File: config.mk
export PLATFORM = sky130hd
export DESIGN_NAME = sdv_serializer
export DESIGN_NICKNAME = d
export VERILOG_FILES = /design/src/logic/sdv_serializer.v
export VERILOG_INCLUDE_DIRS = /design/src /design/src/shared
export SDC_FILE = /design/constraint.sdc
export NUM_CORES = 1
export LEC_CHECK = 0
export BUFFER_PORTS_ARGS = -buffer_cell sky130_fd_sc_hd__buf_2
export CORE_MARGIN = 3
export CORE_UTILIZATION = 44
export DETAILED_ROUTE_END_ITERATION = 7
export SETUP_SLACK_MARGIN = 0.3
export SLEW_MARGIN = 25
export SYNTH_ARGS = -nofsm -noshare
export SYNTH_HDL_FRONTEND = slang
export SYNTH_SLANG_ARGS = --single-unit
File: constraint.sdc
create_clock -name i_core_clk -period 4.55 [get_ports i_core_clk]
set_input_delay 0.455 -clock i_core_clk [delete_from_list [all_inputs] [get_ports i_core_clk]]
set_output_delay 0.455 -clock i_core_clk [all_outputs]
set_load 0.02 [all_outputs]
File: src/shared/sdv_map.vh
// Purpose: constants for the serial video transmit path
// Assumes: included by logic/sdv_serializer.v
// Notes: port register offsets and format codes live here
`ifndef SDV_MAP_VH
`define SDV_MAP_VH

// control register offsets on the port
`define SDV_REG_FMT_CTRL 8'h00
`define SDV_REG_FMT_STAT 8'h01
`define SDV_REG_ANC_CFG 8'h02
`define SDV_REG_PIC_INFO 8'h03

// field positions
`define SDV_FORCE_LSB 0
`define SDV_STANDARD_DEF_RESTRICT_BIT 5
`define SDV_HIGH_DEF_RESTRICT_BIT 6
`define SDV_LOCK_BIT 7
`define SDV_DITH_BIT 0
`define SDV_VDITH_BIT 1

// reset values
`define SDV_FMT_CTRL_RST 8'h00
`define SDV_ANC_CFG_RST 3'h4
`define SDV_PIC_INFO_RST 2'h0

// port handshake tags on the upper two bits
`define SDV_TAG_ADDR 2'h0
`define SDV_TAG_WDATA 2'h3
`define SDV_TAG_RDATA 2'h2

// timing reference characters and clip bounds
`define SDV_TRS_HI 10'h3FF
`define SDV_TRS_LO 10'h000
`define SDV_CLIP_LO_MAX 10'h003
`define SDV_CLIP_HI_MIN 10'h3FC
`define SDV_H_BIT 4

// words per line for each recognised raster
`define SDV_LEN_SD525 12'h6B4
`define SDV_LEN_SD625 12'h6C0
`define SDV_LEN_1125_30 12'h898
`define SDV_LEN_1125_25 12'hA50
`define SDV_LEN_720_60 12'h672

// format codes; codes from HD_MIN up are 20-bit
`define SDV_FMT_NONE 5'h00
`define SDV_FMT_SD525 5'h01
`define SDV_FMT_SD625 5'h02
`define SDV_FMT_HD_MIN 5'h03
`define SDV_FMT_1125_30 5'h03
`define SDV_FMT_1125_25 5'h04
`define SDV_FMT_720_60 5'h05

// word-count limit before the detector tries the other lane
`define SDV_WCNT_MAX 12'hFFF
`define SDV_MAX_DEPTH 3'h4

`endif

File: src/logic/sdv_serializer.v
// Purpose: parallel video to scrambled NRZI serial stream, plus port
// Assumes: pin inputs synchronous to i_core_clk; video and port clocks
//          are sampled pins, detected by edge
// Notes: one serial bit per bit_en enable; video words buffer in a FIFO
`timescale 1ns/10ps
`include "sdv_map.vh"

// word FIFO with valid/ready on both sides
module sdv_fifo #(
  parameter WIDTH = 20,
  parameter DEPTH = 8,
  parameter AW = 3
) (
  input wire i_core_clk,
  input wire i_rst_n,
  input wire i_in_valid,
  output wire o_in_ready,
  input wire [WIDTH-1:0] i_in_data,
  output wire o_out_valid,
  input wire i_out_ready,
  output wire [WIDTH-1:0] o_out_data
);
  reg [WIDTH-1:0] mem [0:DEPTH-1];
  reg [AW-1:0] wr_ptr;
  reg [AW-1:0] rd_ptr;
  reg [AW:0] count;
  wire push;
  wire pop;

  // honest flags from the fill count
  assign o_in_ready = (count != DEPTH[AW:0]);
  assign o_out_valid = (count != {(AW+1){1'b0}});
  assign o_out_data = mem[rd_ptr];
  assign push = i_in_valid & o_in_ready;
  assign pop = o_out_valid & i_out_ready;

  // pointer and count upkeep
  always @(posedge i_core_clk or negedge i_rst_n) begin
    if (!i_rst_n) begin
      wr_ptr <= {AW{1'b0}};
      rd_ptr <= {AW{1'b0}};
      count <= {(AW+1){1'b0}};
    end else begin
      if (push) begin
        wr_ptr <= (wr_ptr == DEPTH[AW-1:0] - 1'b1) ? {AW{1'b0}}
                  : wr_ptr + 1'b1;
      end
      if (pop) begin
        rd_ptr <= (rd_ptr == DEPTH[AW-1:0] - 1'b1) ? {AW{1'b0}}
                  : rd_ptr + 1'b1;
      end
      if (push & ~pop) begin
        count <= count + 1'b1;
      end else if (pop & ~push) begin
        count <= count - 1'b1;
      end
    end
  end

  // storage, no reset needed
  always @(posedge i_core_clk) begin
    if (push) begin
      mem[wr_ptr] <= i_in_data;
    end
  end
endmodule

// How it works
// - capture 10 or 20-bit word per video clock
// - HD: luma upper ten, chroma lower ten
// - SD: both samples interleaved on lower ten
// - delay stages, depth from three-bit field
// - detect raster, store five-bit detected code
// - nonzero forced code overrides; reset gives auto
// - Standard_def_restrict and High_def_restrict bits restrict detection
// - clip 000-003 to 000, 3FC-3FF to 3FF
// - clipping happens before scrambling
// - dither enable bit turns on LSB dither
// - vertical blanking dither needs its own bit
// - both dither bits reset off
// - scramble with x^9 + x^4 + 1
// - serialize least significant bit first
// - NRZI: toggle output for every one bit
// - ten bits per SD word, twenty per HD
// - target select picks ancillary FIFO or registers
// - direction picks register read or write
// - register access works at any slow rate
// - port edges act only on selected target
// - lock after detection or a forced code, and only with PLL lock
// - tags: 00 address, 11 write data, 10 read
// - read data driven until next port edge with target low
module sdv_serializer #(
  parameter FIFO_DEPTH = 8,
  parameter FIFO_AW = 3,
  parameter BIT_DIV = 1
) (
  input wire i_core_clk,
  input wire i_rst_n,
  input wire i_pixel_word_clock,
  input wire [19:0] i_video_in_bus,
  output wire o_video_ready,
  input wire i_vert_blank,
  input wire i_pll_locked,
  input wire i_port_clock,
  input wire i_port_target,
  input wire i_port_dir,
  input wire [9:0] i_port_data,
  output reg [9:0] o_port_data,
  output reg o_port_oe,
  output reg o_anc_valid,
  output reg [9:0] o_anc_data,
  output reg o_serial_line_out,
  output wire o_lock_detect
);
  localparam P_ADDR = 2'h0;
  localparam P_WDATA = 2'h1;
  localparam P_RDRV = 2'h2;

  // pin synchronisers and edge detection
  reg pck_s1, pck_s2, pck_s3;
  reg prt_s1, prt_s2, prt_s3;
  reg [19:0] vid_d1, vid_d2;
  reg [11:0] pctl_d1, pctl_d2;
  wire pix_edge = pck_s2 & ~pck_s3;
  wire port_edge = prt_s2 & ~prt_s3;
  wire [9:0] pdat = pctl_d2[9:0];
  wire ptgt = pctl_d2[10];
  wire pdir = pctl_d2[11];

  // configuration state
  reg [7:0] fmt_ctrl;
  reg [2:0] depth;
  reg dith_en, vdith_en;
  reg [1:0] pst;
  reg [7:0] paddr;
  reg [7:0] rd_val;

  // input register and delay stages
  reg [19:0] in_word;
  reg word_evt;
  reg [19:0] dly [0:3];
  reg [2:0] vcnt;
  reg [19:0] tap;
  wire fifo_in_ready;
  wire push_valid = word_evt & (vcnt >= depth);

  // detector state
  reg hd_lane;
  reg [1:0] trs_st;
  reg [11:0] wcnt;
  reg [11:0] last_len;
  reg [4:0] det_code;
  reg det_ok;
  reg [4:0] next_code;
  wire [9:0] lane_word = hd_lane ? in_word[19:10] : in_word[9:0];
  wire [4:0] force_code = fmt_ctrl[`SDV_FORCE_LSB +: 5];
  wire standard_def_restrict = fmt_ctrl[`SDV_STANDARD_DEF_RESTRICT_BIT];
  wire high_def_restrict = fmt_ctrl[`SDV_HIGH_DEF_RESTRICT_BIT];
  wire [4:0] fmt_act = (force_code != `SDV_FMT_NONE) ? force_code
                       : det_code;
  wire hd_mode = (fmt_act >= `SDV_FMT_HD_MIN);

  // encoder state
  wire fifo_out_valid;
  wire [19:0] fifo_out_data;
  reg [19:0] shreg;
  reg [4:0] bcnt;
  reg [8:0] scr;
  reg [15:0] lfsr;
  reg [7:0] div_cnt;
  wire bit_en = (div_cnt == 8'h00);
  wire load = bit_en & (bcnt == 5'h00);
  wire scr_bit = shreg[0] ^ scr[3] ^ scr[8];
  wire dith_now = dith_en & (~i_vert_blank | vdith_en);
  wire [9:0] enc_lo;
  wire [9:0] enc_hi;

  assign o_lock_detect = (det_ok | (force_code != `SDV_FMT_NONE))
                         & i_pll_locked;
  assign o_video_ready = fifo_in_ready;

  // clip out-of-range timing values, then dither the rest
  function [9:0] enc10;
    input [9:0] w;
    input dith;
    input rnd;
    begin
      if (w <= `SDV_CLIP_LO_MAX) begin
        enc10 = `SDV_TRS_LO;
      end else if (w >= `SDV_CLIP_HI_MIN) begin
        enc10 = `SDV_TRS_HI;
      end else begin
        enc10 = {w[9:1], w[0] ^ (dith & rnd)};
      end
    end
  endfunction

  // sample the clock pins and their data together
  always @(posedge i_core_clk or negedge i_rst_n) begin
    if (!i_rst_n) begin
      pck_s1 <= 1'b0;
      pck_s2 <= 1'b0;
      pck_s3 <= 1'b0;
      prt_s1 <= 1'b0;
      prt_s2 <= 1'b0;
      prt_s3 <= 1'b0;
      vid_d1 <= 20'h00000;
      vid_d2 <= 20'h00000;
      pctl_d1 <= 12'h000;
      pctl_d2 <= 12'h000;
    end else begin
      pck_s1 <= i_pixel_word_clock;
      pck_s2 <= pck_s1;
      pck_s3 <= pck_s2;
      prt_s1 <= i_port_clock;
      prt_s2 <= prt_s1;
      prt_s3 <= prt_s2;
      vid_d1 <= i_video_in_bus;
      vid_d2 <= vid_d1;
      pctl_d1 <= {i_port_dir, i_port_target, i_port_data};
      pctl_d2 <= pctl_d1;
    end
  end

  // port read value select
  always @* begin
    rd_val = 8'h00;
    if (paddr == `SDV_REG_FMT_CTRL) begin
      rd_val = fmt_ctrl;
    end else if (paddr == `SDV_REG_FMT_STAT) begin
      rd_val = {o_lock_detect, 2'h0, det_code};
    end else if (paddr == `SDV_REG_ANC_CFG) begin
      rd_val = {5'h00, depth};
    end else if (paddr == `SDV_REG_PIC_INFO) begin
      rd_val = {6'h00, vdith_en, dith_en};
    end
  end

  // port protocol; each edge counts, however slow the clock is
  always @(posedge i_core_clk or negedge i_rst_n) begin
    if (!i_rst_n) begin
      pst <= P_ADDR;
      paddr <= 8'h00;
      fmt_ctrl <= `SDV_FMT_CTRL_RST;
      depth <= `SDV_ANC_CFG_RST;
      dith_en <= 1'b0;
      vdith_en <= 1'b0;
      o_port_oe <= 1'b0;
      o_port_data <= 10'h000;
      o_anc_valid <= 1'b0;
      o_anc_data <= 10'h000;
    end else begin
      o_anc_valid <= 1'b0;
      if (port_edge & ptgt) begin
        if (!pdir) begin
          o_anc_valid <= 1'b1;
          o_anc_data <= pdat;
        end
      end else if (port_edge) begin
        case (pst)
          P_RDRV: begin
            o_port_oe <= 1'b0;
            pst <= P_ADDR;
          end
          P_ADDR: begin
            if (pdat[9:8] == `SDV_TAG_ADDR) begin
              paddr <= pdat[7:0];
              pst <= pdir ? P_RDRV : P_WDATA;
            end
          end
          P_WDATA: begin
            if (pdat[9:8] == `SDV_TAG_WDATA) begin
              if (paddr == `SDV_REG_FMT_CTRL) begin
                fmt_ctrl <= {1'b0, pdat[6:0]};
              end else if (paddr == `SDV_REG_ANC_CFG) begin
                depth <= pdat[2:0];
              end else if (paddr == `SDV_REG_PIC_INFO) begin
                dith_en <= pdat[`SDV_DITH_BIT];
                vdith_en <= pdat[`SDV_VDITH_BIT];
              end
              pst <= P_ADDR;
            end else if (pdat[9:8] == `SDV_TAG_ADDR) begin
              paddr <= pdat[7:0];
            end
          end
          default: begin
            pst <= P_ADDR;
          end
        endcase
      end
      // read data appears the cycle after the address is taken
      if (pst == P_RDRV && !o_port_oe) begin
        o_port_oe <= 1'b1;
        o_port_data <= {`SDV_TAG_RDATA, rd_val};
      end
    end
  end

  // input register: full bus, SD uses only the low lane
  always @(posedge i_core_clk or negedge i_rst_n) begin
    if (!i_rst_n) begin
      in_word <= 20'h00000;
      word_evt <= 1'b0;
    end else begin
      word_evt <= pix_edge;
      if (pix_edge) begin
        in_word <= vid_d2;
      end
    end
  end

  // delay stages, generated per stage
  genvar gi;
  generate
    for (gi = 0; gi < 4; gi = gi + 1) begin : g_dly
      always @(posedge i_core_clk or negedge i_rst_n) begin
        if (!i_rst_n) begin
          dly[gi] <= 20'h00000;
        end else if (word_evt) begin
          dly[gi] <= (gi == 0) ? in_word : dly[(gi == 0) ? 0 : gi-1];
        end
      end
    end
  endgenerate

  // tap select; depths above four use the fourth stage, but vcnt stops at four so no word is pushed
  always @* begin
    tap = in_word;
    if (depth == 3'h1) begin
      tap = dly[0];
    end else if (depth == 3'h2) begin
      tap = dly[1];
    end else if (depth == 3'h3) begin
      tap = dly[2];
    end else if (depth >= `SDV_MAX_DEPTH) begin
      tap = dly[3];
    end
  end

  // count primed stages so no reset filler is pushed
  always @(posedge i_core_clk or negedge i_rst_n) begin
    if (!i_rst_n) begin
      vcnt <= 3'h0;
    end else if (word_evt && vcnt < `SDV_MAX_DEPTH) begin
      vcnt <= vcnt + 3'h1;
    end
  end

  // line length to format code for the lane in use
  always @* begin
    next_code = `SDV_FMT_NONE;
    if (!hd_lane && wcnt == `SDV_LEN_SD525) begin
      next_code = `SDV_FMT_SD525;
    end else if (!hd_lane && wcnt == `SDV_LEN_SD625) begin
      next_code = `SDV_FMT_SD625;
    end else if (hd_lane && wcnt == `SDV_LEN_1125_30) begin
      next_code = `SDV_FMT_1125_30;
    end else if (hd_lane && wcnt == `SDV_LEN_1125_25) begin
      next_code = `SDV_FMT_1125_25;
    end else if (hd_lane && wcnt == `SDV_LEN_720_60) begin
      next_code = `SDV_FMT_720_60;
    end
  end

  // raster detector: two equal line lengths between EAVs
  always @(posedge i_core_clk or negedge i_rst_n) begin
    if (!i_rst_n) begin
      hd_lane <= 1'b0;
      trs_st <= 2'h0;
      wcnt <= 12'h000;
      last_len <= 12'h000;
      det_code <= `SDV_FMT_NONE;
      det_ok <= 1'b0;
    end else begin
      if (standard_def_restrict) begin
        hd_lane <= 1'b0;
      end else if (high_def_restrict) begin
        hd_lane <= 1'b1;
      end
      if (word_evt) begin
        wcnt <= (wcnt == `SDV_WCNT_MAX) ? wcnt : wcnt + 12'h001;
        case (trs_st)
          2'h0: trs_st <= (lane_word == `SDV_TRS_HI) ? 2'h1 : 2'h0;
          2'h1: trs_st <= (lane_word == `SDV_TRS_LO) ? 2'h2 : 2'h0;
          2'h2: trs_st <= (lane_word == `SDV_TRS_LO) ? 2'h3 : 2'h0;
          default: begin
            trs_st <= 2'h0;
            if (lane_word[`SDV_H_BIT]) begin
              wcnt <= 12'h001;
              last_len <= wcnt;
              if (wcnt == last_len && next_code != `SDV_FMT_NONE) begin
                det_code <= next_code;
                det_ok <= 1'b1;
              end else begin
                det_ok <= 1'b0;
              end
            end
          end
        endcase
        if (wcnt == `SDV_WCNT_MAX) begin
          det_ok <= 1'b0;
          wcnt <= 12'h000;
          if (!standard_def_restrict && !high_def_restrict) begin
            hd_lane <= ~hd_lane;
          end
        end
      end
    end
  end

  sdv_fifo #(
    .WIDTH(20),
    .DEPTH(FIFO_DEPTH),
    .AW(FIFO_AW)
  ) u_fifo (
    .i_core_clk(i_core_clk),
    .i_rst_n(i_rst_n),
    .i_in_valid(push_valid),
    .o_in_ready(fifo_in_ready),
    .i_in_data(tap),
    .o_out_valid(fifo_out_valid),
    .i_out_ready(load),
    .o_out_data(fifo_out_data)
  );

  assign enc_lo = enc10(fifo_out_data[9:0], dith_now, lfsr[0]);
  assign enc_hi = enc10(fifo_out_data[19:10], dith_now, lfsr[1]);

  // serial bit divider
  always @(posedge i_core_clk or negedge i_rst_n) begin
    if (!i_rst_n) begin
      div_cnt <= 8'h00;
    end else if (div_cnt == BIT_DIV[7:0] - 8'h01) begin
      div_cnt <= 8'h00;
    end else begin
      div_cnt <= div_cnt + 8'h01;
    end
  end

  // load words, shift LSB first, scramble and NRZI per bit
  always @(posedge i_core_clk or negedge i_rst_n) begin
    if (!i_rst_n) begin
      shreg <= 20'h00000;
      bcnt <= 5'h00;
      scr <= 9'h000;
      lfsr <= 16'hACE1;
      o_serial_line_out <= 1'b0;
    end else if (bit_en) begin
      scr <= {scr[7:0], scr_bit};
      o_serial_line_out <= o_serial_line_out ^ scr_bit;
      if (load) begin
        lfsr <= {lfsr[14:0], lfsr[15] ^ lfsr[13] ^ lfsr[12] ^ lfsr[10]};
        bcnt <= hd_mode ? 5'd19 : 5'd9;
        if (fifo_out_valid) begin
          // clipped word enters the shifter ahead of the scrambler
          shreg <= hd_mode ? {enc_hi, enc_lo}
                   : {10'h000, enc_lo};
        end else begin
          shreg <= 20'h00000;
        end
      end else begin
        bcnt <= bcnt - 5'h01;
        shreg <= {1'b0, shreg[19:1]};
      end
    end
  end
endmodule

Word-level counts from Yosys, hierarchy flattened
Memory sizes are Yosys's and may differ from the RTL's.
Cells that the tools add are included.
{ "word_totals": {"reg_bits": 319, "ramBits": 160, "memories": 1} }
{ "mem_list": {"columns": ["memory", "words", "width", "read_ports", "rd_clocked_by_memory_dff", "write_ports", "line", "source"], "rows": [
  ["u_fifo.mem", 8, 20, 1, 0, 1, "sdv_serializer.v:23", "reg [WIDTH-1:0] mem [0:DEPTH-1];"]
]} }
{ "op_classes": {"add_sub_neg": 8, "magnitude_cmp": 8, "n_eq_ne": 27, "mux": 60, "bitwise_logic": 34, "n_reduce_logical": 40} }
{ "ops": {"columns": ["cell", "n"], "rows": [
  ["$mux W20", 7],
  ["$mux W10", 5],
  ["$mux W8", 5],
  ["$eq A12 B11 Y1 const B", 3],
  ["$eq A12 B12 Y1 const B", 3],
  ["$mux W12", 3],
  ["$mux W3", 8],
  ["$ge A10 B10 Y1 const B", 2],
  ["$le A10 B2 Y1 const B", 2],
  ["$mux W1", 18],
  ["$eq A8 B2 Y1 const B", 2],
  ["$logic_not A8 Y1", 2],
  ["$pmux W8 S2", 1],
  ["$mux W5", 3],
  ["$and A1 B1 Y1", 13],
  ["$add A12 B1 Y12 const B", 1],
  ["$eq A12 B12 Y1", 1],
  ["$mux W2", 6],
  ["$reduce_and A4 Y1", 3],
  ["$not A1 Y1", 11],
  ["$eq A10 B10 Y1 const B", 1],
  ["$logic_not A10 Y1", 1],
  ["$reduce_bool A2 Y1", 5],
  ["$reduce_bool A5 Y1", 2],
  ["other kinds (34)", 69]
]} }

Longest topological paths before layout
Gate-level depths: netlist of run 1.
{ "logic_depth": {"depth_word": 13, "ltp_mapped": 14, "depth_no_buf": 14} }

Cells and area by module
From an unflattened synthesis of run 1, not the netlist that was laid out.
{ "unflattened": {"hier_cells": 1331, "area_unflattened_um2": 19496.2} }
{ "by_module_without_submodules": {"columns": ["mod", "instances", "cells_each", "area_per_inst_um2", "seq_area_each_um2"], "rows": [
  ["sdv_serializer", 1, 1035, 12688.4, 7693.6],
  ["sdv_fifo", 1, 296, 6807.8, 5054.8]
]} }

Worst setup path after synthesis of run 1
Ideal clock, no wire load.
{ "synth_path": {"path_kind": "reg2reg", "from": "reg depth[1]", "to": "mem u_fifo.mem[2][0], enable pin", "setup_ns": 0.427, "arrival_time_ns": 3.160, "t_required_ns": 4.123, "path_slack_ns": 0.964, "stages_incl_launch_ff": 9, "path_buffers": 1, "period_less_slack_ns": 3.586, "path_cell_list": "dfrtp_1 > clkinv_1 > clkbuf_1 > ha_1 > a21o_1 > a21oi_1 > nor2_1 > nand2b_1 > nor3b_1"} }
{ "synth_between": {"elab_chain_len": 5} }
{ "synth_lines": {"columns": ["item", "line", "source"], "rows": [
  ["start, declared", "sdv_serializer.v:132", "reg [2:0] depth;"],
  ["start signal, assigned", "sdv_serializer.v:245", "depth <= `SDV_ANC_CFG_RST;"],
  ["start signal, assigned", "sdv_serializer.v:276", "depth <= pdat[2:0];"],
  ["$ge A3 B3 Y1", "sdv_serializer.v:145", "wire push_valid = word_evt & (vcnt >= depth);"],
  ["$and A1 B1 Y1", "sdv_serializer.v:145", null],
  ["$and A1 B1 Y1", "sdv_serializer.v:34", "assign push = i_in_valid & o_in_ready;"],
  ["via u_fifo.push", "sdv_serializer.v:27", "wire push;"],
  ["$mux W1", "sdv_serializer.v:62", "if (push) begin"],
  ["$mux W1 (not written as such)", "sdv_serializer.v:63", "mem[wr_ptr] <= i_in_data;"],
  ["end, declared", "sdv_serializer.v:23", null]
]} }
The timed path passes the listed nets, and every way through them passes these cells.

Worst setup path after layout of run 1
{ "layout_path": {"from": "reg bcnt[0]", "to": "reg u_fifo.count[3]"} }
{ "layout_between": {"elab_chain_len": 6, "elab_cells_between_ends": 8, "classes_between": "1 x mux; 5 x bitwise; 2 x reduce/logical"} }
{ "layout_lines": {"columns": ["item", "line", "source"], "rows": [
  ["start, declared", "sdv_serializer.v:167", "reg [4:0] bcnt;"],
  ["start signal, assigned", "sdv_serializer.v:453", "bcnt <= hd_mode ? 5'd19 : 5'd9;"],
  ["start signal, assigned", "sdv_serializer.v:462", "bcnt <= bcnt - 5'h01;"],
  ["$logic_not A5 Y1 (*)", "sdv_serializer.v:172", "wire load = bit_en & (bcnt == 5'h00);"],
  ["$and A1 B1 Y1 (*)", "sdv_serializer.v:172", null],
  ["$and A1 B1 Y1 (*)", "sdv_serializer.v:35", "assign pop = o_out_valid & i_out_ready;"],
  ["$not A1 Y1", "sdv_serializer.v:52", "if (push & ~pop) begin"],
  ["$and A1 B1 Y1", "sdv_serializer.v:52", null],
  ["$mux W4 / $reduce_bool A2 Y1 (equally long branches)", null, null],
  ["end signal, assigned", "sdv_serializer.v:42", "count <= {(AW+1){1'b0}};"],
  ["end signal, assigned", "sdv_serializer.v:53", "count <= count + 1'b1;"],
  ["end signal, assigned", "sdv_serializer.v:55", "count <= count - 1'b1;"],
  ["end, declared", "sdv_serializer.v:26", "reg [AW:0] count;"]
]} }
Every way passes the cells marked *; elsewhere a longest branch is shown, timed or not.
A chain may end at the register's enable or synchronous reset.

==> flow_summary_export.csv, run 1 <==
group,metric,value,unit
synthesis,syn_nets,1447,
synthesis,yosys_warnings,0,
timing,hold_viol,0,
worst_hold_path,worstHoldStart,"vid_d1[14]",
worst_hold_path,min_path_type,"reg -> reg",
timing,tns,0,ns
placement,dpl_cell_area,20340,um2
power,power.leakage,9.166,nW
clocking,clk_pin_slew_worst_paths,0.06,ns
critical_path,start_kind,"register",
critical_path,r2r_end,"u_fifo.count[3]",
floorplanning,die_h,215.9,um
power,peakVddDrop,325.1,uV
global_routing,grt_max_degree,102,
critical_path,reg2reg_slack,1.26,ns
clocking,numCtsBuffers,51,
floorplanning,die_x,215.9,um
global_routing,gr-total-overflow,0,
timing,layout_min_cycle_time,3.289,ns
critical_path,critical_path_arrival,3.75,ns
placement,hpwl,24780,um
synthesis,ys.flop_type,"dfrtp_1",
layout,final_nets,1547,
routing,wire_per_inst,18.66,um
global_routing,grt_pass1_vias,11480,
critical_path,critical_path_class,"reg -> reg",
synthesis,ys_types,80,
run,max_cap_violations,0,
floorplanning,num_rows,76,
clocking,cts_tree,"yes",
worst_hold_path,min_to,"vid_d2[14]",
layout,diodes,0,
outcome,status,"completed",
synthesis,syn_inst,1390,
critical_path,worstPathMaxFanout,28,
clocking,clockBufferDepth,3,
global_routing,grt_antenna_before_repair,0,
synthesis,postSynthAreaPerCell,13.95,um2
placement,place.gp.congestion,0.7749,
clocking,cts-root-buf,"clkbuf_16",
floorplanning,dieArea,46630,um2
critical_path,r2r-start,"bcnt[0]",
synthesis,synth_edf_count,160,
routing,finalWirelength,39510,um
synthesis,synth-seq-area-share,65.74,%
floorplanning,start_util,44.82,%
routing,firstDrtPassIters,5,
clocking,htree_levels,2,
critical_path,required,5.01,ns
synthesis,ys_ff_latch,477,
routing,ant_nets,0,
routing,dr.first_iter.drc_count,662,
routing,vias,11240,
timing,skew,0.01789,ns
placement,io_buffers,61,
global_routing,grt_pass1_wl,64140,um
timing,fin_crit_sh,72.28,%
timing,slew_headroom,34.11,%
floorplanning,coreArea,43270,um2
synthesis,async_flop_share,66.46,%
global_routing,grt_usage,17.40,%
clocking,cts_resized,0,
power,power_density,552.8,nW/um2
routing,drc,0,
timing,fmax,0.3041,GHz
layout,syn_to_final_growth,16.04,%
worst_hold_path,min_path_cells,0,
routing,viasPerCell,5.308,
synthesis,syn-cell-area,19390,um2
layout,drive_gt1_share,25.07,%
floorplanning,io-pin-count,63,
clocking,insertion_delay,0.59,ns
critical_path,reg2reg_depth,12,
timing,rsz0062_at_grt,"false",
clocking,clkSinkCount,477,
timing,tightest_slew,0.9884,ns
critical_path,cp-end-kind,"register",
timing,maxSlewViolCount,0,
timing,finalSetupViolCount,0,
layout,design_area,22500,um2
## worst max path at each step
stage / cells past startpoint / to / startpoint
finish: 12 / u_fifo.count[3] / bcnt[0]
global route: 12 / u_fifo.count[3] / bcnt[0]
CTS: 12 / u_fifo.count[3] / bcnt[0]
detailed placement: 12 / u_fifo.count[3] / bcnt[0]
global placement: 12 / u_fifo.count[3] / bcnt[0]
floorplan: 8 / u_fifo.mem[2][0] / depth[1]
## report_power, final
part,internal (mW),leakage [nW],switching [mW]
clock network,2.66,0.883,1.68
registers,5.16,5.36,0.556
logic,1.09,2.93,1.29
## kinds of logic after synthesis
logic type	count (synthesis)	synth area share, %
simple gates	323	8.001
fa+ha+maj	19	1.265
other cells	1	0.01934
mux	215	13.61
compound gates	217	7.246
buf+inv	99	2.349
flops	477	65.74
xor+xnor	39	1.762
## through the flow
| step | power [mW] | std cells | setup slack (ns) | util (%) | hold slack (ns) |
|---|---|---|---|---|---|
| after detailed placement | 8.190 | 1987 | 1.274 | 47.02 | 0.3347 |
| after CTS | 12.62 | 2117 | 1.271 | 52.00 | 0.3480 |
| after floorplan | 7.381 | 1390 | 0.9638 | - | 0.1594 |
| after global placement | 8.124 | 1987 | 1.322 | 47.02 | 0.3335 |
| after global routing | 13.09 | 2117 | 0.9831 | 52.01 | 0.3492 |
| final | 12.44 | 2117 | 1.261 | 52.01 | 0.3468 |
## Yosys cell counts (10+ instances only)
cell        n  area share, %
dfrtp_1   308             40
edfxtp_1  160             25
nand2_1   152            2.9
mux2_2    142            8.2
nor2_1     68            1.3
o21ai_0    61            1.6
clkbuf_1   50           0.97
mux2i_1    47            2.4
a21oi_1    46            1.2
xnor2_1    28            1.3
a22oi_1    24           0.93
mux4_2     24            2.8
inv_1      23           0.45
ha_1       18            1.2
nand4_1    14           0.45
o21ai_1    13           0.34
a211oi_1   12           0.46
a221oi_1   11           0.50
nand3_1    11           0.28
xor2_1     11           0.50
buf_4      10           0.39
## critical path: stages, from the launching register on
cell	delay, ns
dfrtp_1	0.40
inv_1	0.11
ha_1	0.22
nand3b_2	0.46
a211o_1	0.65
ha_1	0.31
inv_1	0.12
ha_1	0.24
a21o_1	0.17
a21oi_1	0.17
xnor2_1	0.13
nor2_1	0.07
xnor2_1	0.12
## area by class of cell
type / count / area [um2]
inverter: 24 / 90.09
clock inverter: 26 / 339.1
multi-input combinational: 814 / 6236
timing repair buffer: 122 / 885.9
fill: 3628 / 20760
tap: 585 / 732.0
sequential: 477 / 12750
clock buffer: 69 / 1465
## cell usage in the layout (no fill, tap or decap), types with 46 or more instances in the layout
master,synthesis,layout
mux2i_1,47,47
o21ai_0,61,50
a21oi_1,46,46
nor2_1,68,66
dfrtp_1,308,306
edfxtp_1,160,160
buf_2,7,60
mux2_2,142,142
clkbuf_16,0,52
nand2_1,152,152
## registers in the layout, indices dropped and copies added (netlist names), 5 cells and up
register	count
u_fifo.mem	160
dly	80
in_word	20
shreg	20
vid_d1	20
vid_d2	20
lfsr	16
last_len	12
pctl_d1	12
pctl_d2	12
wcnt	12
o_anc_data	10
o_port_data	9
scr	9
div_cnt	8
paddr	8
fmt_ctrl	7
bcnt	5
## what timing repair did
item / in CTS / in global routing
hold buffers: 35 / 0
buffers inserted: 0 / 0
hold endpoints to repair: 101 / 0
## metal layers
layer	vias up	GRT usage (%)	wire (um)
li1	5266	-	-
met1	5716	24.68	18530
met2	191	27.84	18550
met3	64	2.661	1431
met4	0	5.625	999
met5	-	0	0
Note: power is estimated with default switching activity, not from simulation.
==> inputs of run 2 (changes only) <==
clock period = 2.92 ns   (was 4.55 ns; I/O delays follow)
==> flow_summary_export.csv, run 2 (synthesis gave the netlist of run 1 again) <==
group,metric,value,unit
layout,mostFrequentLayoutCell,"dfrtp_1",
floorplanning,dieArea,46630,um2
timing,tightest_slew,0.9197,ns
layout,final_nets,1585,
critical_path,start_kind,"register",
layout,drive_gt1_share,26.34,%
global_routing,gr-total-overflow,0,
timing,maxSlewViolCount,0,
critical_path,r2r-start,"div_cnt[0]",
power,power,18.91,mW
power,combPwrFrac,21.2,%
routing,drc,0,
placement,io_buffers,61,
global_routing,grt_pass1_vias,11570,
floorplanning,die_h,215.9,um
layout,largest_reg_flops,160,
timing,slew_headroom,38.68,%
clocking,htree_levels,2,
power,switching_share,28.88,%
clocking,insertion_delay,0.58,ns
routing,dr.first_iter.drc_count,910,
floorplanning,die_x,215.9,um
clocking,clk_pin_slew_worst_paths,0.06,ns
power,power_frac_clock,31.9,%
timing,fmax,0.4099,GHz
critical_path,reg2reg_slack,0.48,ns
floorplanning,start_util,44.82,%
worst_hold_path,worstHoldStart,"i_pll_locked",
timing,skew,0.01521,ns
layout,mostFrequentLayoutCells,"dfrtp_1 (306), edfxtp_1 (160), nand2_1 (152)",
critical_path,required,3.38,ns
timing,fin_crit_sh,83.54,%
critical_path,path_cells,"inv_1 -> ha_1 -> nor4b_4 -> nand2_2 -> a211o_1 -> ha_2 -> inv_2 -> ha_1 -> a21o_1 -> a21oi_2 -> xnor2_1 -> nor2_1 -> xnor2_1",
critical_path,r2r_end,"u_fifo.count[3]",
timing,layout_min_cycle_time,2.439,ns
placement,hpwl,25460,um
global_routing,grt_antenna_before_repair,0,
power,p_int,13.45,mW
clocking,clkSinkCount,477,
global_routing,grt_pass1_wl,64690,um
clocking,cts_tree,"yes",
critical_path,critical_path_class,"reg -> reg",
clocking,clockBufferDepth,3,
routing,firstDrtPassIters,5,
layout,top_regs,"u_fifo.mem x160, dly x80",
layout,diodes,0,
placement,place.gp.congestion,0.7621,
routing,viasPerCell,5.278,
clocking,cts-root-buf,"clkbuf_16",
critical_path,reg2reg_depth,13,
power,power.leakage,9.253,nW
power,seqPwrFrac,46.9,%
power,p_sw,5.459,mW
routing,vias,11360,
worst_hold_path,min_path_type,"in -> reg",
timing,finalSetupViolCount,0,
power,power_density,836.2,nW/um2
outcome,status,"completed",
power,peakVddDrop,471.3,uV
global_routing,grt_usage,17.45,%
floorplanning,io-pin-count,63,
critical_path,worstPathMaxFanout,4,
timing,rsz0062_at_grt,"true",
routing,wire_per_inst,18.53,um
critical_path,cp-end-kind,"register",
layout,syn_to_final_growth,16.60,%
worst_hold_path,min_path_cells,3,
critical_path,slowest_delay,0.40,ns
floorplanning,num_rows,76,
global_routing,grt_max_degree,84,
critical_path,crit_path_start,"div_cnt[0]",
clocking,numCtsBuffers,50,
critical_path,critical_path_arrival,2.90,ns
routing,ant_nets,0,
critical_path,crit_slowest_cell,"dfrtp_1",
routing,finalWirelength,39900,um
timing,hold_viol,0,
floorplanning,coreArea,43270,um2
layout,largest_register,"u_fifo.mem",
run,max_cap_violations,0,
worst_hold_path,min_to,"o_port_data[7]",
timing,tns,0,ns
-- run 2: cell types whose count changed in the layout (fill, tap and decap cells not counted), moves of 3 or more --
cell        delta
clkbuf_8       -4
nor3b_4        +3
clkinvlp_4     -3
buf_4         +37
nor3b_2        -3
o21ai_1        -7
o21ai_0        +7
clkinv_1       +3
bufinv_16      -5
clkbuf_1      +10
-- run 2: per-stage QoR --
step,area [um2],utilization [%],hold WS (ns),setup slack [ns],instances
after floorplan,19450,-,-0.003591,0.1023,1390
after global placement,20660,47.76,0.2768,0.3224,2024
after detailed placement,20660,47.76,0.2855,0.3324,2024
after CTS,22580,52.18,0.1901,0.3625,2151
after global routing,22610,52.26,0.2265,0.2992,2153
final,22610,52.26,0.2230,0.4807,2153
-- run 2: final cells by class --
class                           instances  area, um2
Fill cell                            3597      20660
Inverter                               24      90.09
Clock inverter                         19      161.4
Clock buffer                           73       1398
Timing Repair Buffer                  161       1199
Multi-Input combinational cell        814       6274
Sequential cell                       477      12760
Tap cell                              585      732.0
-- run 2: layer usage --
metal	global-route usage [%]	vias up	wire length, um	part of all wire [%]
li1	-	5343	-	-
met1	24.89	5757	18730	47
met2	27.69	199	18670	47
met3	2.802	65	1464	3.7
met4	5.581	0	1042	2.6
met5	0	-	0	0
-- run 2: timing repair --
item                                    4_1_cts  5_1_grt
setup buffers                                 0        2
endpoints found under the setup margin        2       15
cloned                                        0        0
hold endpoints to repair                     96        0
hold buffers                                 35        0
pin swaps                                     0        1
resized for setup                             1        4
-- run 2: worst max-delay path by stage --
stage	endpoint	slack, ns	depth (start not counted)
4_1_cts	u_fifo.count[3]	0.36	14
5_1_grt	shreg[10]	0.30	7
3_3_place_gp	shreg[10]	0.32	7
2_1_floorplan	u_fifo.mem[4][0]	0.10	8
3_5_place_dp	shreg[10]	0.33	7
6_report	u_fifo.count[3]	0.48	13
-- run 2: power groups by stage --
stage                     Combinational [mW]  Sequential, mW  Clock [mW]
after floorplan                         2.85            8.69           0
after global placement                  3.87            8.98           0
after detailed placement                3.94            9.01           0
after CTS                               4.00            8.90        6.21
after global routing                    4.42            9.01        6.49
final                                   4.00            8.87        6.03
-- run 2: worst max-delay path: cells and delay by family, from the launching register on --
family | cells | cell delay, ns
adder cells (fa/ha/maj) | 3 | 0.57
buffers and inverters | 2 | 0.14
AND/OR/NAND/NOR | 3 | 0.37
flip-flops | 1 | 0.40
AO/OA/AOI/OAI | 3 | 0.61
XOR/XNOR | 2 | 0.24
==> inputs of run 3 (changes only) <==
clock period = 2 ns   (was 2.92 ns; I/O delays follow)
==> flow_summary_export.csv, run 3 (synthesis gave the netlist of run 1 again) <==
group,metric,value,unit
routing,firstDrtPassIters,5,
clocking,clkSinkCount,477,
global_routing,grt_usage,18.35,%
floorplanning,die_x,215.9,um
critical_path,critical_path_class,"reg -> reg",
clocking,cts_tree,"yes",
power,power_density,1212,nW/um2
layout,top_regs,"u_fifo.mem x160, dly x80",
placement,io_buffers,61,
global_routing,grt_antenna_before_repair,0,
power,peakVddDrop,932.5,uV
timing,rsz0062_at_grt,"true",
timing,tightest_slew,0.5246,ns
clocking,clk_pin_slew_worst_paths,0.06,ns
routing,vias,12130,
floorplanning,die_h,215.9,um
timing,skew,0.02338,ns
layout,diodes,0,
outcome,violations,"setup timing",
power,power.leakage,10.65,nW
routing,wire_per_inst,18.42,um
critical_path,crit_slowest_cell,"dfrtp_1",
critical_path,required,2.50,ns
critical_path,crit_cells,12,
global_routing,grt_pass1_wl,67700,um
layout,largest_register,"u_fifo.mem",
clocking,insertion_delay,0.58,ns
placement,place.gp.congestion,0.7777,
timing,hold_viol,0,
timing,fin_crit_sh,118.9,%
outcome,status,"finished, violations left",
global_routing,grt_max_degree,69,
layout,fin_cells,2337,
floorplanning,num_rows,76,
routing,finalWirelength,43060,um
worst_hold_path,min_path_cells,3,
layout,mostFrequentLayoutCell,"dfrtp_1",
timing,slew_headroom,65.03,%
floorplanning,io-pin-count,63,
layout,largest_reg_flops,160,
routing,viasPerCell,5.188,
floorplanning,coreArea,43270,um2
floorplanning,start_util,44.82,%
timing,fmax,0.4206,GHz
timing,worst_slack,-0.3778,ns
critical_path,reg2reg_depth,12,
critical_path,start_kind,"register",
clocking,clockBufferDepth,3,
critical_path,slowest_delay,0.37,ns
floorplanning,dieArea,46630,um2
layout,syn_to_final_growth,32.70,%
critical_path,worstPathMaxFanout,14,
critical_path,path_cells,"inv_1 -> ha_2 -> nor4b_4 -> nand2_2 -> a211o_4 -> buf_4 -> buf_6 -> buf_12 -> or2_4 -> buf_12 -> a2bb2oi_1 -> o21ai_1",
worst_hold_path,min_path_type,"in -> reg",
critical_path,crit_family,"buffers and inverters",
placement,hpwl,27680,um
layout,drive_gt1_share,41.72,%
placement,dpl_cell_area,22090,um2
layout,final_nets,1769,
critical_path,cp-end-kind,"register",
clocking,htree_levels,2,
critical_path,critical_path_arrival,2.87,ns
global_routing,gr-total-overflow,0,
run,max_cap_violations,0,
routing,dr.first_iter.drc_count,786,
layout,design_area,25730,um2
global_routing,grt_pass1_vias,12300,
layout,mostFrequentLayoutCells,"dfrtp_1 (302), buf_4 (171), edfxtp_1 (160)",
routing,drc,0,
clocking,numCtsBuffers,50,
critical_path,cp_num_buf_inv,5,
clocking,cts-root-buf,"clkbuf_16",
timing,layout_min_cycle_time,2.378,ns
timing,finalSetupViolCount,181,
placement,place_inst,2145,
critical_path,critPathMostFrequentCell,"buf_12",
timing,maxSlewViolCount,0,
routing,ant_nets,0,
==> run 3: worst paths after layout <==
path / from / end / slack [ns]
worst min-delay path: i_pll_locked / o_port_data[7] / 0.15
worst max register to register: div_cnt[1] / shreg[14] / -0.38
max in group asynchronous: i_rst_n / lfsr[6] / 1.06
worst min register to register: vid_d1[12] / vid_d2[12] / 0.34
min in group asynchronous: i_rst_n / dly[28] / 0.21
worst max-delay path: div_cnt[1] / shreg[14] / -0.38
==> run 3: where the power goes <==
| part | switching, mW | leakage, nW | internal, mW |
|---|---|---|---|
| sequential | 1.14 | 5.35 | 11.7 |
| combinational | 4.02 | 4.46 | 4.61 |
| clock | 3.83 | 0.842 | 5.86 |
==> run 3: layer usage <==
layer | share of wire (%) | global-route usage, % | vias up
met5 | 0 | 0 | -
met4 | 2.4 | 5.231 | 0
met3 | 3.5 | 3.337 | 70
met2 | 49 | 30.43 | 180
met1 | 45 | 25.04 | 6155
li1 | - | - | 5720
==> run 3: cell type report <==
cell class	instances	area [um2]
clock buffer	68	1451
timing repair buffer	345	3274
fill	3352	17530
clock inverter	24	294.0
sequential	477	12760
inverter	24	97.59
multi-input combinational	814	7124
tap	585	732.0
==> run 3: through the flow <==
stage	power [mW]	setup WS (ns)	utilization (%)	hold WS, ns	setup TNS [ns]
4_1_cts	30.98	-0.3794	57.47	0.1266	-40.39
2_1_floorplan	17.25	-0.4853	-	-0.09559	-54.81
5_1_grt	32.79	-0.5375	59.47	0.1423	-61.03
3_3_place_gp	20.45	-0.3772	51.06	0.1436	-15.58
6_report	31.19	-0.3778	59.47	0.1509	-44.67
3_5_place_dp	20.64	-0.4088	51.06	0.1445	-25.36
==> run 3: worst min-delay path, cell delays in order <==
cell and delay, ns:
buf_2 0.10, o41a_1 0.22, a32o_1 0.18
==> run 3: timing repair <==
action / CTS / global route
cloned: 7 / 3
pin swaps: 15 / 42
hold buffers: 35 / 0
setup buffers: 21 / 34
gates resized for setup: 75 / 121
setup endpoints to repair: 428 / 454
endpoints found under the hold margin: 343 / 0
